### src/inc/iwd_pkg.sv
// Package of constants and types for the I/O port watchdog timer
// What this block does
// RQ1 - First port read enables the watchdog
// RQ2 - No refresh within timeout resets processor
// RQ3 - Writing zero disables the watchdog
// RQ4 - Expiry resets or interrupts per action
// RQ5 - Reset default action is processor reset
// RQ6 - Timeout nominal, tolerance thirty percent
// RQ7 - Writing one enables and restarts interval
// RQ8 - Counter clears on disable and reset
package iwd_pkg;
    // ---------------------------------------------------------------
    // Port map and data values
    // ---------------------------------------------------------------
    localparam logic [15:0] IWD_CTRL_PORT = 16'h0443;   // Control port address
    localparam logic [7:0] IWD_VAL_OFF = 8'h00;         // Disable value
    localparam logic [7:0] IWD_VAL_ON = 8'h01;          // Enable and refresh value
    localparam int IWD_EN_BIT = 0;                      // Read-back enable bit
    localparam int IWD_ACT_BIT = 1;                     // Read-back action bit
    localparam int IWD_EXP_BIT = 2;                     // Read-back expired bit
    // ---------------------------------------------------------------
    // Timing
    // ---------------------------------------------------------------
    localparam longint IWD_TIMEOUT_MS = 1600;           // Nominal timeout
    localparam longint IWD_CLK_HZ = 100_000_000;        // Clock rate
    localparam longint IWD_TIMEOUT_CYC = IWD_TIMEOUT_MS * IWD_CLK_HZ / 1000;
    localparam int IWD_PULSE_CYC = 16;                  // Pulse length on either action line
    // ---------------------------------------------------------------
    // Types
    // ---------------------------------------------------------------
    typedef enum logic { IWD_ACT_RESET, IWD_ACT_IRQ } iwd_action_type;
    typedef struct packed
    {
        logic [15:0] addr;      // I/O address
        logic [7:0] wdata;      // Write data
        logic rd;               // Read strobe, one cycle
        logic wr;               // Write strobe, one cycle
    } iwd_io_type;
endpackage

### src/hdl/iwd_top.sv
// Watchdog timer reached through one I/O port
module iwd_top #(
    parameter longint TIMEOUT_CYC = iwd_pkg::IWD_TIMEOUT_CYC  // Timeout in cycles
) (
    input wire logic mclk,
    input wire logic reset_n,
    input iwd_pkg::iwd_io_type io_req,
    input wire logic action_irq,
    output logic [7:0] io_rdata,
    output logic cpu_reset,
    output logic wdt_irq
);
    // ---------------------------------------------------------------
    // Overview
    // ---------------------------------------------------------------
    // Host reads of the port arm the timer
    // Host writes of one arm it and restart the interval
    // Host writes of zero stop it and clear the count
    // Other ports and other data values leave it alone
    // On expiry a fixed-length pulse goes out on one of two lines
    // The action line is sampled every cycle into a register
    // After expiry the timer stays armed and counts again
    // Nominal interval is the package timeout count

    // ---------------------------------------------------------------
    // State
    // ---------------------------------------------------------------
    logic enable_reg, enable_next;              // Timer running
    logic [31:0] count_reg, count_next;         // Elapsed cycles
    logic expired_reg, expired_next;            // Expiry seen
    logic [4:0] pulse_reg, pulse_next;          // Output pulse counter
    iwd_pkg::iwd_action_type act_reg, act_next; // Timeout action
    logic [7:0] rdata_reg, rdata_next;          // Read data
    logic hit;                                  // Address matches the port
    logic port_rd;                              // Read of the port this cycle
    logic port_wr;                              // Write of the port this cycle
    logic timeout;                              // Last cycle of the interval
    // Last count value before expiry, cut to the counter width
    localparam logic [31:0] LIMIT = 32'(TIMEOUT_CYC - 1); // RQ6

    // ---------------------------------------------------------------
    // Port decode
    // ---------------------------------------------------------------
    // Full sixteen-bit match, no aliases
    assign hit = (io_req.addr == iwd_pkg::IWD_CTRL_PORT);
    // Strobes qualified by the address
    assign port_rd = hit && io_req.rd;
    assign port_wr = hit && io_req.wr;
    // Interval ends when the count reaches its limit
    assign timeout = enable_reg && (count_reg == LIMIT);

    // ---------------------------------------------------------------
    // Next state
    // ---------------------------------------------------------------
    always_comb
    begin
        enable_next = enable_reg;
        count_next = count_reg;
        expired_next = expired_reg;
        pulse_next = pulse_reg;
        act_next = action_irq ? iwd_pkg::IWD_ACT_IRQ : iwd_pkg::IWD_ACT_RESET;
        rdata_next = rdata_reg;
        // Count while enabled
        if (enable_reg)
        begin
            count_next = count_reg + 32'h0000_0001;
        end
        // Expiry fires action and restarts interval
        if (timeout)
        begin
            expired_next = 1'b1;
            count_next = 32'h0000_0000;
            pulse_next = 5'(iwd_pkg::IWD_PULSE_CYC); // RQ2 RQ4
        end
        else if (pulse_reg != 5'h00)
        begin
            pulse_next = pulse_reg - 5'h01;
        end
        // Read enables the timer
        if (port_rd)
        begin
            enable_next = 1'b1; // RQ1
            rdata_next = 8'h00;
            rdata_next[iwd_pkg::IWD_EN_BIT] = enable_reg;
            rdata_next[iwd_pkg::IWD_ACT_BIT] = act_reg;
            rdata_next[iwd_pkg::IWD_EXP_BIT] = expired_reg;
            expired_next = timeout;
        end
        // Writes: one refreshes, zero disables
        if (port_wr && io_req.wdata == iwd_pkg::IWD_VAL_ON)
        begin
            enable_next = 1'b1;
            count_next = 32'h0000_0000; // RQ7
        end
        else if (port_wr && io_req.wdata == iwd_pkg::IWD_VAL_OFF)
        begin
            enable_next = 1'b0; // RQ3
            count_next = 32'h0000_0000; // RQ8
        end
    end

    // ---------------------------------------------------------------
    // Registers
    // ---------------------------------------------------------------
    // Async reset returns every register to its idle value
    // Timer comes out of reset disarmed with the reset action
    always_ff @(posedge mclk or negedge reset_n)
    begin
        if (!reset_n)
        begin
            enable_reg <= 1'b0;
            count_reg <= 32'h0000_0000; // RQ8
            expired_reg <= 1'b0;
            pulse_reg <= 5'h00;
            act_reg <= iwd_pkg::IWD_ACT_RESET; // RQ5
            rdata_reg <= 8'h00;
        end
        else
        begin
            enable_reg <= enable_next;
            count_reg <= count_next;
            expired_reg <= expired_next;
            pulse_reg <= pulse_next;
            act_reg <= act_next;
            rdata_reg <= rdata_next;
        end
    end

    // ---------------------------------------------------------------
    // Outputs
    // ---------------------------------------------------------------
    // Processor reset line, live while the pulse runs
    assign cpu_reset = (pulse_reg != 5'h00) && (act_reg == iwd_pkg::IWD_ACT_RESET); // RQ4
    // Interrupt line, live while the pulse runs
    assign wdt_irq = (pulse_reg != 5'h00) && (act_reg == iwd_pkg::IWD_ACT_IRQ);
    // Read data straight from its register
    assign io_rdata = rdata_reg;

    // ---------------------------------------------------------------
    // Assertions
    // ---------------------------------------------------------------
    // A port read with no port write in the same cycle arms the timer
    read_enables_a: assert property (@(posedge mclk) disable iff (!reset_n) // RQ1
        port_rd && !port_wr |=> enable_reg)
        else $error("Read did not enable timer");

    // Expiry always starts a pulse
    expiry_pulse_a: assert property (@(posedge mclk) disable iff (!reset_n) // RQ2
        timeout && !port_wr |=> (cpu_reset || wdt_irq))
        else $error("Expiry gave no action");

    // Zero write stops and clears the timer
    off_disables_a: assert property (@(posedge mclk) disable iff (!reset_n) // RQ3
        port_wr && io_req.wdata == iwd_pkg::IWD_VAL_OFF |=> !enable_reg && count_reg == 0)
        else $error("Zero write did not disable");

    // Never both actions together
    action_sel_a: assert property (@(posedge mclk) disable iff (!reset_n) // RQ4
        !(cpu_reset && wdt_irq))
        else $error("Both actions at once");

    // Action low on the pin means reset action
    default_act_a: assert property (@(posedge mclk) disable iff (!reset_n) // RQ5
        $past(!action_irq) |-> act_reg == iwd_pkg::IWD_ACT_RESET)
        else $error("Default action not reset");

    // Expiry only after the counter stepped up to the limit from one below it
    no_early_a: assert property (@(posedge mclk) disable iff (!reset_n) // RQ6
        timeout |-> $past(enable_reg) && $past(count_reg) == LIMIT - 32'h0000_0001)
        else $error("Timeout before full interval");

    // Write of one arms and restarts
    refresh_restart_a: assert property (@(posedge mclk) disable iff (!reset_n) // RQ7
        port_wr && io_req.wdata == iwd_pkg::IWD_VAL_ON |=> enable_reg && count_reg == 0)
        else $error("Refresh did not restart");

    // Count stays at zero while disarmed
    idle_hold_a: assert property (@(posedge mclk) disable iff (!reset_n) // RQ8
        !enable_reg && !$past(enable_reg) |-> count_reg == 0)
        else $error("Counter moved while disabled");

    // Expiry leaves the flag set
    expired_set_a: assert property (@(posedge mclk) disable iff (!reset_n) // RQ2
        timeout |=> expired_reg)
        else $error("Expiry flag not set");

    // Timer keeps running from zero after expiry
    expiry_rearm_a: assert property (@(posedge mclk) disable iff (!reset_n) // RQ2
        timeout && !port_wr |=> enable_reg && count_reg == 0)
        else $error("Timer not rearmed after expiry");

    // Read-back enable bit shows the state before the read
    read_back_a: assert property (@(posedge mclk) disable iff (!reset_n) // RQ1
        port_rd |=> io_rdata[iwd_pkg::IWD_EN_BIT] == $past(enable_reg))
        else $error("Read-back enable bit wrong");

    // Only a port read or a write of one arms the timer
    stray_access_a: assert property (@(posedge mclk) disable iff (!reset_n) // RQ1 RQ7
        !enable_reg && !port_rd && !(port_wr && io_req.wdata == iwd_pkg::IWD_VAL_ON)
        |=> !enable_reg)
        else $error("Timer armed without port access");

    // Disarmed timer never expires
    quiet_when_off_a: assert property (@(posedge mclk) disable iff (!reset_n) // RQ3
        !enable_reg |-> !timeout)
        else $error("Expiry while disabled");

    // Pulse counter never exceeds its length
    pulse_bound_a: assert property (@(posedge mclk) disable iff (!reset_n) // RQ4
        pulse_reg <= 5'(iwd_pkg::IWD_PULSE_CYC))
        else $error("Pulse counter out of range");

    // Pulse counts down one step a cycle
    pulse_step_a: assert property (@(posedge mclk) disable iff (!reset_n) // RQ4
        pulse_reg != 5'h00 && !timeout |=> pulse_reg == $past(pulse_reg) - 5'h01)
        else $error("Pulse counter skipped");

    // Interrupt only under the interrupt action
    irq_path_a: assert property (@(posedge mclk) disable iff (!reset_n) // RQ4
        wdt_irq |-> act_reg == iwd_pkg::IWD_ACT_IRQ)
        else $error("Interrupt under reset action");

    // Processor reset only under the reset action
    reset_path_a: assert property (@(posedge mclk) disable iff (!reset_n) // RQ5
        cpu_reset |-> act_reg == iwd_pkg::IWD_ACT_RESET)
        else $error("Processor reset under interrupt action");
endmodule

### config.mk
export PLATFORM = sky130hd
export DESIGN_NAME = iwd_top
export DESIGN_NICKNAME = d
export VERILOG_FILES = /design/src/inc/iwd_pkg.sv /design/src/hdl/iwd_top.sv
export SDC_FILE = /design/constraint.sdc
export NUM_CORES = 1
export LEC_CHECK = 0
export BUFFER_PORTS_ARGS = -buffer_cell sky130_fd_sc_hd__buf_4
export CORE_MARGIN = 1
export CORE_UTILIZATION = 57
export DETAILED_ROUTE_END_ITERATION = 10
export GPL_ROUTABILITY_DRIVEN = 0
export PLACE_DENSITY = 0.8
export RECOVER_POWER = 100
export SYNTH_ARGS = -nofsm -noshare
export SYNTH_HDL_FRONTEND = slang
export SYNTH_SLANG_ARGS = --single-unit
### constraint.sdc
create_clock -name mclk -period 3.1 [get_ports mclk]
set_clock_uncertainty 0.15 [all_clocks]
set_input_delay 0.31 -clock mclk [delete_from_list [all_inputs] [get_ports mclk]]
set_output_delay 0.31 -clock mclk [all_outputs]
set_load 0.02 [all_outputs]
Yosys cells after proc, flatten, opt, wreduce, memory -nomap -nowiden
Index checks and enable logic that the tools add are counted.
{"block": "op_classes", "add_sub_neg": 2, "eq_ne": 3, "n_mux": 12, "bitwise_logic": 1, "reduce_logical": 13}
{"op": "32-bit 2-to-1 mux", "n": 4}
{"op": "32-bit by 1-bit adder with 32-bit output, second input constant", "n": 1}
{"op": "32-bit by 28-bit == test with 1-bit output, second input constant", "n": 1}
{"op": "16-bit by 11-bit == test with 1-bit output, second input constant", "n": 1}
{"op": "5-bit 2-to-1 mux", "n": 2}
{"op": "8-bit by 1-bit == test with 1-bit output, second input constant", "n": 1}
{"op": "8-bit zero test", "n": 1}
{"op": "1-bit logical AND", "n": 7}
{"op": "1-bit 2-to-1 mux", "n": 6}
{"op": "5-bit nonzero test", "n": 1}
{"op": "5-bit by 1-bit subtractor with 5-bit output, second input constant", "n": 1}
{"op": "2-bit nonzero test", "n": 2}
{"op": "4-bit nonzero test", "n": 1}
{"op": "3-bit nonzero test", "n": 1}
{"op": "1-bit inverter", "n": 1}
{"block": "word_totals", "register_bits": 43, "in_bits": 29, "elab_cells": 37}

Logic depth before layout (Yosys ltp)
Gate-level depths: netlist of run 1.
{"block": "logic_depth", "ltp_word": 5, "ltp_mapped": 8}

Worst setup path before layout of run 1
OpenSTA, ideal clock, no wires.
{"block": "synth_path", "path_type": "reg-to-reg", "startpoint": "register count_reg[0]", "endpoint": "register count_reg[13]", "setup_ns": 0.129, "arrival_ns": 1.803, "required_time_ns": 2.821, "setup_slack_ns": 1.018, "path_stages_with_launch": 9, "cell_sequence": "dfrtp_1 -> ha_1 -> nand4_1 -> or3_1 -> or3_4 -> o21ai_2 -> buf_6 -> buf_8 -> a21oi_2"}
{"block": "synth_via", "elab_chain_cells": 5, "word_cells_on_any_way": 8, "cone_classes": "1 x add/sub; 1 x eq/ne; 4 x mux; 2 x reduce/logical"}
{"item": "start, declared", "line": "iwd_top.sv:29", "source": "logic [31:0] count_reg, count_next;"}
{"item": "start signal, assigned", "line": "iwd_top.sv:121", "source": "count_reg <= count_next;"}
{"item": "32-bit by 1-bit adder with 32-bit output / 32-bit by 28-bit == test with 1-bit output (equally long branches)", "line": "iwd_top.sv:66, iwd_top.sv:50"}
{"item": "32-bit 2-to-1 mux / 1-bit logical AND (equally long branches)", "line": "iwd_top.sv:64, iwd_top.sv:50"}
{"item": "32-bit 2-to-1 mux", "line": "iwd_top.sv:69", "source": "if (timeout)"}
{"item": "32-bit 2-to-1 mux", "line": "iwd_top.sv:95", "source": "else if (port_wr && io_req.wdata == iwd_pkg::IWD_VAL_OFF)"}
{"item": "32-bit 2-to-1 mux", "line": "iwd_top.sv:90", "source": "if (port_wr && io_req.wdata == iwd_pkg::IWD_VAL_ON)"}
Several ways; a longest one is shown, not always the timed one. The select of a mux whose other input is x is not followed.
A chain may end at the register's enable or synchronous reset.

Worst setup path in the final report of run 1
{"block": "layout_path", "startpoint": "register count_reg[0]", "endpoint": "register count_reg[9]"}
The elaborated chain is that of the path after synthesis.

==> results by group, run 1 <==
Place
  – Cell Area, Placed: 2770 sq um
  – Hpwl dp: 3830 um
  – PortBufs: 33
  – DP Cell Count: 343

Yosys
  – Ys async rst share: 100%
  – Seq/Total Area, Yosys: 42.6%
  – Yosys warnings: 0
  – Synthesized cell area: 2530 sq um
  – Largest area contributor in the netlist: dfrtp_1
  – Top_reg_cell synth: dfrtp_1
  – Share of the synthesized area in the top cell type: 42.6%
  – Synthesized area per cell: 9.47 sq um
  – Most common cell in the synthesized netlist: dfrtp_1
  – Synth area leaders: dfrtp_1 (43%), a21oi_2 (4.8%), or3_1 (4.7%)
  – EDFF count, synth: 0
  – Synth cell count leaders: dfrtp_1 (43), nand2_1 (24), nor2_1 (20), o21ai_0 (19), or3_1 (19)
  – Synth unique cells: 46
  – #FFs+latches synth: 43
  – Synth Instances: 267

Pwr
  – P_leak: 1.15 nW
  – Pwr/cell area: 403 nW/um^2
  – Sw power: 0.000227 W
  – Sw Share: 19.9%
  – VDD IR max: 0.277 mV
  – Final Power: 0.00114 W
  – Clk pwr share: 45.7%
  – P_int: 0.000912 W
  – Combinational power share: 4.7%
  – Flop pwr share: 49.7%

Worst setup path
  – Slack of the worst reg-to-reg path: 0.49 ns
  – CP Max Fanout: 29
  – Critical Path Start Type: flop
  – Arr. time, crit path: 2.61 ns
  – WS Path Type: flop to flop
  – Crit end category: flop
  – CP Data Required Time: 3.10 ns

Clock network
  – CTS Root Buffer Type: clkbuf_8
  – Post-CTS Hold Buffers: 2
  – Longest Clk Path Bufs: 2
  – Cells resized by post-CTS repair: 0
  – Total CTS buffers: 5
  – CTS tree: done
  – Clk sink count: 43
  – H-tree levels: 2
  – Worst skew pair latency: 0.30 ns
  – Clk pin slew, worst setup/hold paths: 0.08 ns
  – Post-CTS setup buffers: 0

Global routing
  – Global-route wire length before repair: 8670 um
  – Initial antenna violation count: 0
  – Overflow after GRT: 0
  – Pin count of the biggest net entering global routing: 44
  – Total GRT Usage: 25.0%
  – Vias in the first global route: 1912

Timing
  – Transition time of the tightest slew-check pin: 1.13 ns
  – Minimum clock period: 2.61 ns
  – RSZ-0062 raised after global routing: false
  – Relative slew slack: 24.7%
  – Setup violators final: 0
  – Fin Hold WS: 0.161 ns
  – Setup TNS: 0 ns
  – Fmax: 383 MHz
  – Final Hold Viols: 0
  – Pins Over Slew Limit: 0
  – Period Utilization, post-route: 84.2%

Floorplan
  – Initial Utilization: 61.4%
  – FP Rows: 23
  – Die ar.: 4710 sq um
  – Core Area: 4120 sq um
  – Die X-Extent: 68.6 um
  – Ports: 39
  – Die H: 68.6 um

Layout
  – # fillers: 346
  – Max reg flops: 32
  – Synth-to-Final Area Change: 11.9%
  – Multi-input gate area: 1270 sq um
  – Share of layout cells above drive strength 1: 18.5%
  – Diodes inserted: 0
  – # nets final: 333
  – Non-filler cells, final: 353
  – Register area: 1080 sq um
  – Final Cell Area: 2830 sq um

Detailed routing
  – WL final: 5320 um
  – Post-DR wirelength/cell: 15.1 um
  – First-pass iteration count of the detailed router: 4
  – Vias/cell: 6.10
  – 1st-iter DRT viols: 185
  – DRC Markers: 0
  – Post-route ant nets: 0
  – Via Count: 2154

Run status
  – Status: finished clean

Worst hold path
  – Path type of the worst min-delay path: primary input to flop

Job
  – Max-cap violations: 0
==> path summary, 6_finish.rpt <==
path / to / cells past startpoint / from
hold / removal: enable_reg / 3 / io_req[2]
min in group asynchronous: pulse_reg[3] / 2 / reset_n
hold reg to reg: pulse_reg[4] / 2 / pulse_reg[4]
setup reg to reg: count_reg[9] / 7 / count_reg[0]
setup / recovery: count_reg[9] / 7 / count_reg[0]
max in group asynchronous: count_reg[25] / 2 / reset_n
==> critical path, stage by stage, from the launching register on <==
cell	delay, ns
dfrtp_1	0.40
ha_1	0.23
nand4_1	0.17
or3_1	0.39
or3_1	0.37
o21ai_0	0.09
clkbuf_2	0.52
nor3_1	0.13
==> power by group through the flow <==
stage | clock (W) | combinational (W) | sequential, W
floorplan | 0 | 0.0000169 | 0.000577
global placement | 0 | 0.0000541 | 0.000577
global route | 0.000541 | 0.0000594 | 0.000566
detailed placement | 0 | 0.0000550 | 0.000577
finish | 0.000520 | 0.0000531 | 0.000566
CTS | 0.000519 | 0.0000571 | 0.000566
==> area by class of cell <==
| cell class | instances | area share, % |
|---|---|---|
| clock buffers | 6 | 2.56 |
| clock inverters | 2 | 2.12 |
| inverters | 8 | 1.06 |
| multi-input cells | 207 | 45.0 |
| flip-flops and latches | 43 | 38.0 |
| well taps | 50 | 2.21 |
| repair buffers | 37 | 9.02 |
==> through the flow <==
| stage | worst slack, ns | utilization (%) |
|---|---|---|
| after floorplan | 1.02 | - |
| after global placement | 0.764 | 67.4 |
| after detailed placement | 0.735 | 67.4 |
| after CTS | 0.556 | 71.1 |
| after global routing | 0.331 | 68.8 |
| final | 0.491 | 68.8 |
==> logic make-up (layout without fill, tap and decap cells) <==
kind of cell,after synthesis,in the layout,share of synthesized area (%)
fa+ha+maj,2,2,0.989
simple gates,130,130,32.6
other cells,1,5,0.148
buf+inv,21,53,5.00
flops,43,43,42.6
xor+xnor,7,7,2.42
mux,2,2,0.891
compound gates,61,61,15.4
==> placed cells by master, fill, tap and decap left out, drive strengths merged, types with 2 or more instances in the layout <==
master and n:
nor3 10, nor4 8, dlygate4sd3 2, dfrtp 43, inv 8, nand3 11
or4 7, nor2 20, mux2 2, nand4 14, or3 20, clkbuf 16
bufinv 2, nand3b 2, a31oi 2, xnor2 4, and3 2, a21oi 29
conb 5, and2 2, o31ai 9, ha 2, o21ai 20, nand2 25
or3b 2, xor2 3, buf 25, nor4b 2
==> metal layers <==
metal	vias up	GRT usage, %	share of wire, %
met1	1032	32.2	45
met4	0	7.55	1.1
met5	-	0	0
met2	60	41.9	49
li1	1056	-	-
met3	6	5.10	4.9
Power figures use the tool's default switching activity.
==> inputs of run 2 (changes only) <==
==> constraint.sdc (replaced) <==
create_clock -name mclk -period 2.59 [get_ports mclk]
set_clock_uncertainty 0.15 [all_clocks]
set_input_delay 0.259 -clock mclk [delete_from_list [all_inputs] [get_ports mclk]]
set_output_delay 0.259 -clock mclk [all_outputs]
set_load 0.02 [all_outputs]
==> run 2 against run 1 <==
Effect of this change: non-clock buffer count grew 1; register-to-register slack got worse by 0.22 ns; via count up 0.37%; final cell count stayed put; critical path depth down 1; count of clock-buffer cells in the layout stayed put; combinational power increased by 20%; highest routed layer unchanged; routed wire length grew 0.24%; utilization about the same.
==> results by group, run 2 (synthesis results as in run 1) <==
Layout
  – Commonest non-fill, non-tap cell in the layout: dfrtp_1
  – Register area: 1080 sq um
  – Non-filler cells, final: 353
  – Synth-to-Final Area Change: 11.9%
  – Most frequent cells in the layout: dfrtp_1 (43), buf_4 (26), nand2_1 (24), a21oi_1 (21)
  – Diodes inserted: 0
  – Multi-input gate area: 1290 sq um
  – Share of layout cells above drive strength 1: 20.8%
  – Max reg flops: 32
  – # nets final: 334
  – # fillers: 358

Global routing
  – Met1 Use GR: 33.1%
  – Met3 Track Usage GR: 4.61%
  – GRT met2 Usage: 44.7%
  – Total GRT Usage: 25.9%
  – Global-route wire length before repair: 9060 um
  – Overflow after GRT: 0
  – Pin count of the biggest net entering global routing: 44
  – GRT busiest layer: met2
  – Initial antenna violation count: 0
  – Vias in the first global route: 2012

Detailed routing
  – 1st-iter DRT viols: 186
  – Post-route ant nets: 0
  – Via Count: 2162
  – First-pass iteration count of the detailed router: 4
  – Vias/cell: 6.12
  – DRC Markers: 0
  – Post-DR wirelength/cell: 15.1 um
  – WL final: 5340 um

Pwr
  – P_leak: 1.13 nW
  – Pwr/cell area: 414 nW/um^2
  – VDD IR max: 0.277 mV

Timing
  – Fmax: 427 MHz
  – Pins Over Slew Limit: 0
  – Setup TNS: 0 ns
  – Final Hold Viols: 0
  – Period Utilization, post-route: 90.5%
  – Setup violators final: 0
  – RSZ-0062 raised after global routing: false
  – Minimum clock period: 2.34 ns
  – Fin Hold WS: 0.104 ns
  – Relative slew slack: 25.0%
  – Transition time of the tightest slew-check pin: 1.12 ns

Clock network
  – Total CTS buffers: 5
  – Clk sink count: 43
  – Longest Clk Path Bufs: 2
  – H-tree levels: 2
  – Clk pin slew, worst setup/hold paths: 0.08 ns
  – CTS tree: done
  – CTS Root Buffer Type: clkbuf_8
  – Worst skew pair latency: 0.29 ns
  – Post-CTS setup buffers: 0

Floorplan
  – Die X-Extent: 68.6 um
  – Die H: 68.6 um
  – Ports: 39
  – FP Rows: 23
  – Die ar.: 4710 sq um
  – Core Area: 4120 sq um
  – Initial Utilization: 61.4%

Worst setup path
  – Critical path's largest stage delay: 0.47 ns
  – CP max stage cell: or3b_2
  – Crit-path cells: inv_1 -> ha_1 -> or3b_2 -> nor2_2 -> nor2b_1 -> clkbuf_1
  – CP Max Fanout: 7
  – Top Family by Delay on Critical Path: simple AND/OR/NAND/NOR gates
  – CP Data Required Time: 2.18 ns
  – Arr. time, crit path: 1.94 ns
  – CP bufs+invs: 2
  – WS Path Type: flop to primary output
  – Critical Path Start Type: flop
  – Crit end category: primary output

Place
  – Hpwl dp: 3870 um
  – PortBufs: 33
  – DP Cell Count: 344

Worst hold path
  – Path type of the worst min-delay path: primary input to flop

Run status
  – Status: finished clean

Job
  – Max-cap violations: 0
## run 2: per-stage QoR
step | utilization [%] | setup WS [ns] | cell area, sq um | power, W
after floorplan | - | 0.508 | 2540 | 0.000710
after global placement | 67.9 | 0.286 | 2790 | 0.000755
after detailed placement | 67.9 | 0.281 | 2790 | 0.000757
after CTS | 70.5 | 0.116 | 2900 | 0.00118
after global routing | 68.7 | 0.0795 | 2830 | 0.00121
final | 68.7 | 0.246 | 2830 | 0.00117
## run 2: metal layers
metal | wire length [um] | share of wire (%)
met1 | 2410 | 45
met2 | 2600 | 49
met3 | 264 | 4.9
met4 | 60 | 1.1
met5 | 0 | 0
## run 2: path summary, 6_finish.rpt
check,startpoint,endpoint,slack [ns],cells past startpoint
min in group asynchronous,reset_n,pulse_reg[0],0.53,2
min,io_req[2],enable_reg,0.10,3
max in group asynchronous,reset_n,count_reg[27],1.11,2
max,pulse_reg[0],wdt_irq,0.25,6
max reg2reg,count_reg[1],count_reg[7],0.27,7
min reg2reg,expired_reg,expired_reg,0.34,2
## run 2: worst min-delay path, stage by stage
cell     delay (ns)
buf_4          0.11
nor2_1         0.09
a31oi_1        0.05
## run 2: area by class of cell
cell class	count	share of cell area [%]
clock buffer	6	2.92
clock inverter	1	0.177
inverter	8	1.06
multi-input combinational	207	45.8
sequential	43	38.0
tap	50	2.21
timing repair buffer	38	9.82
## run 2: report_power, final
| group | internal (W) | switching (W) |
|---|---|---|
| registers | 0.000674 | 0.00000419 |
| clock network | 0.000209 | 0.000220 |
| logic | 0.0000326 | 0.0000310 |
## run 2: what timing repair did
action                                 in CTS  in global routing
setup endpoints to repair                   0                  1
hold buffers                                2                  0
endpoints found under the hold margin      44                  0
gates resized for setup                     0                  1
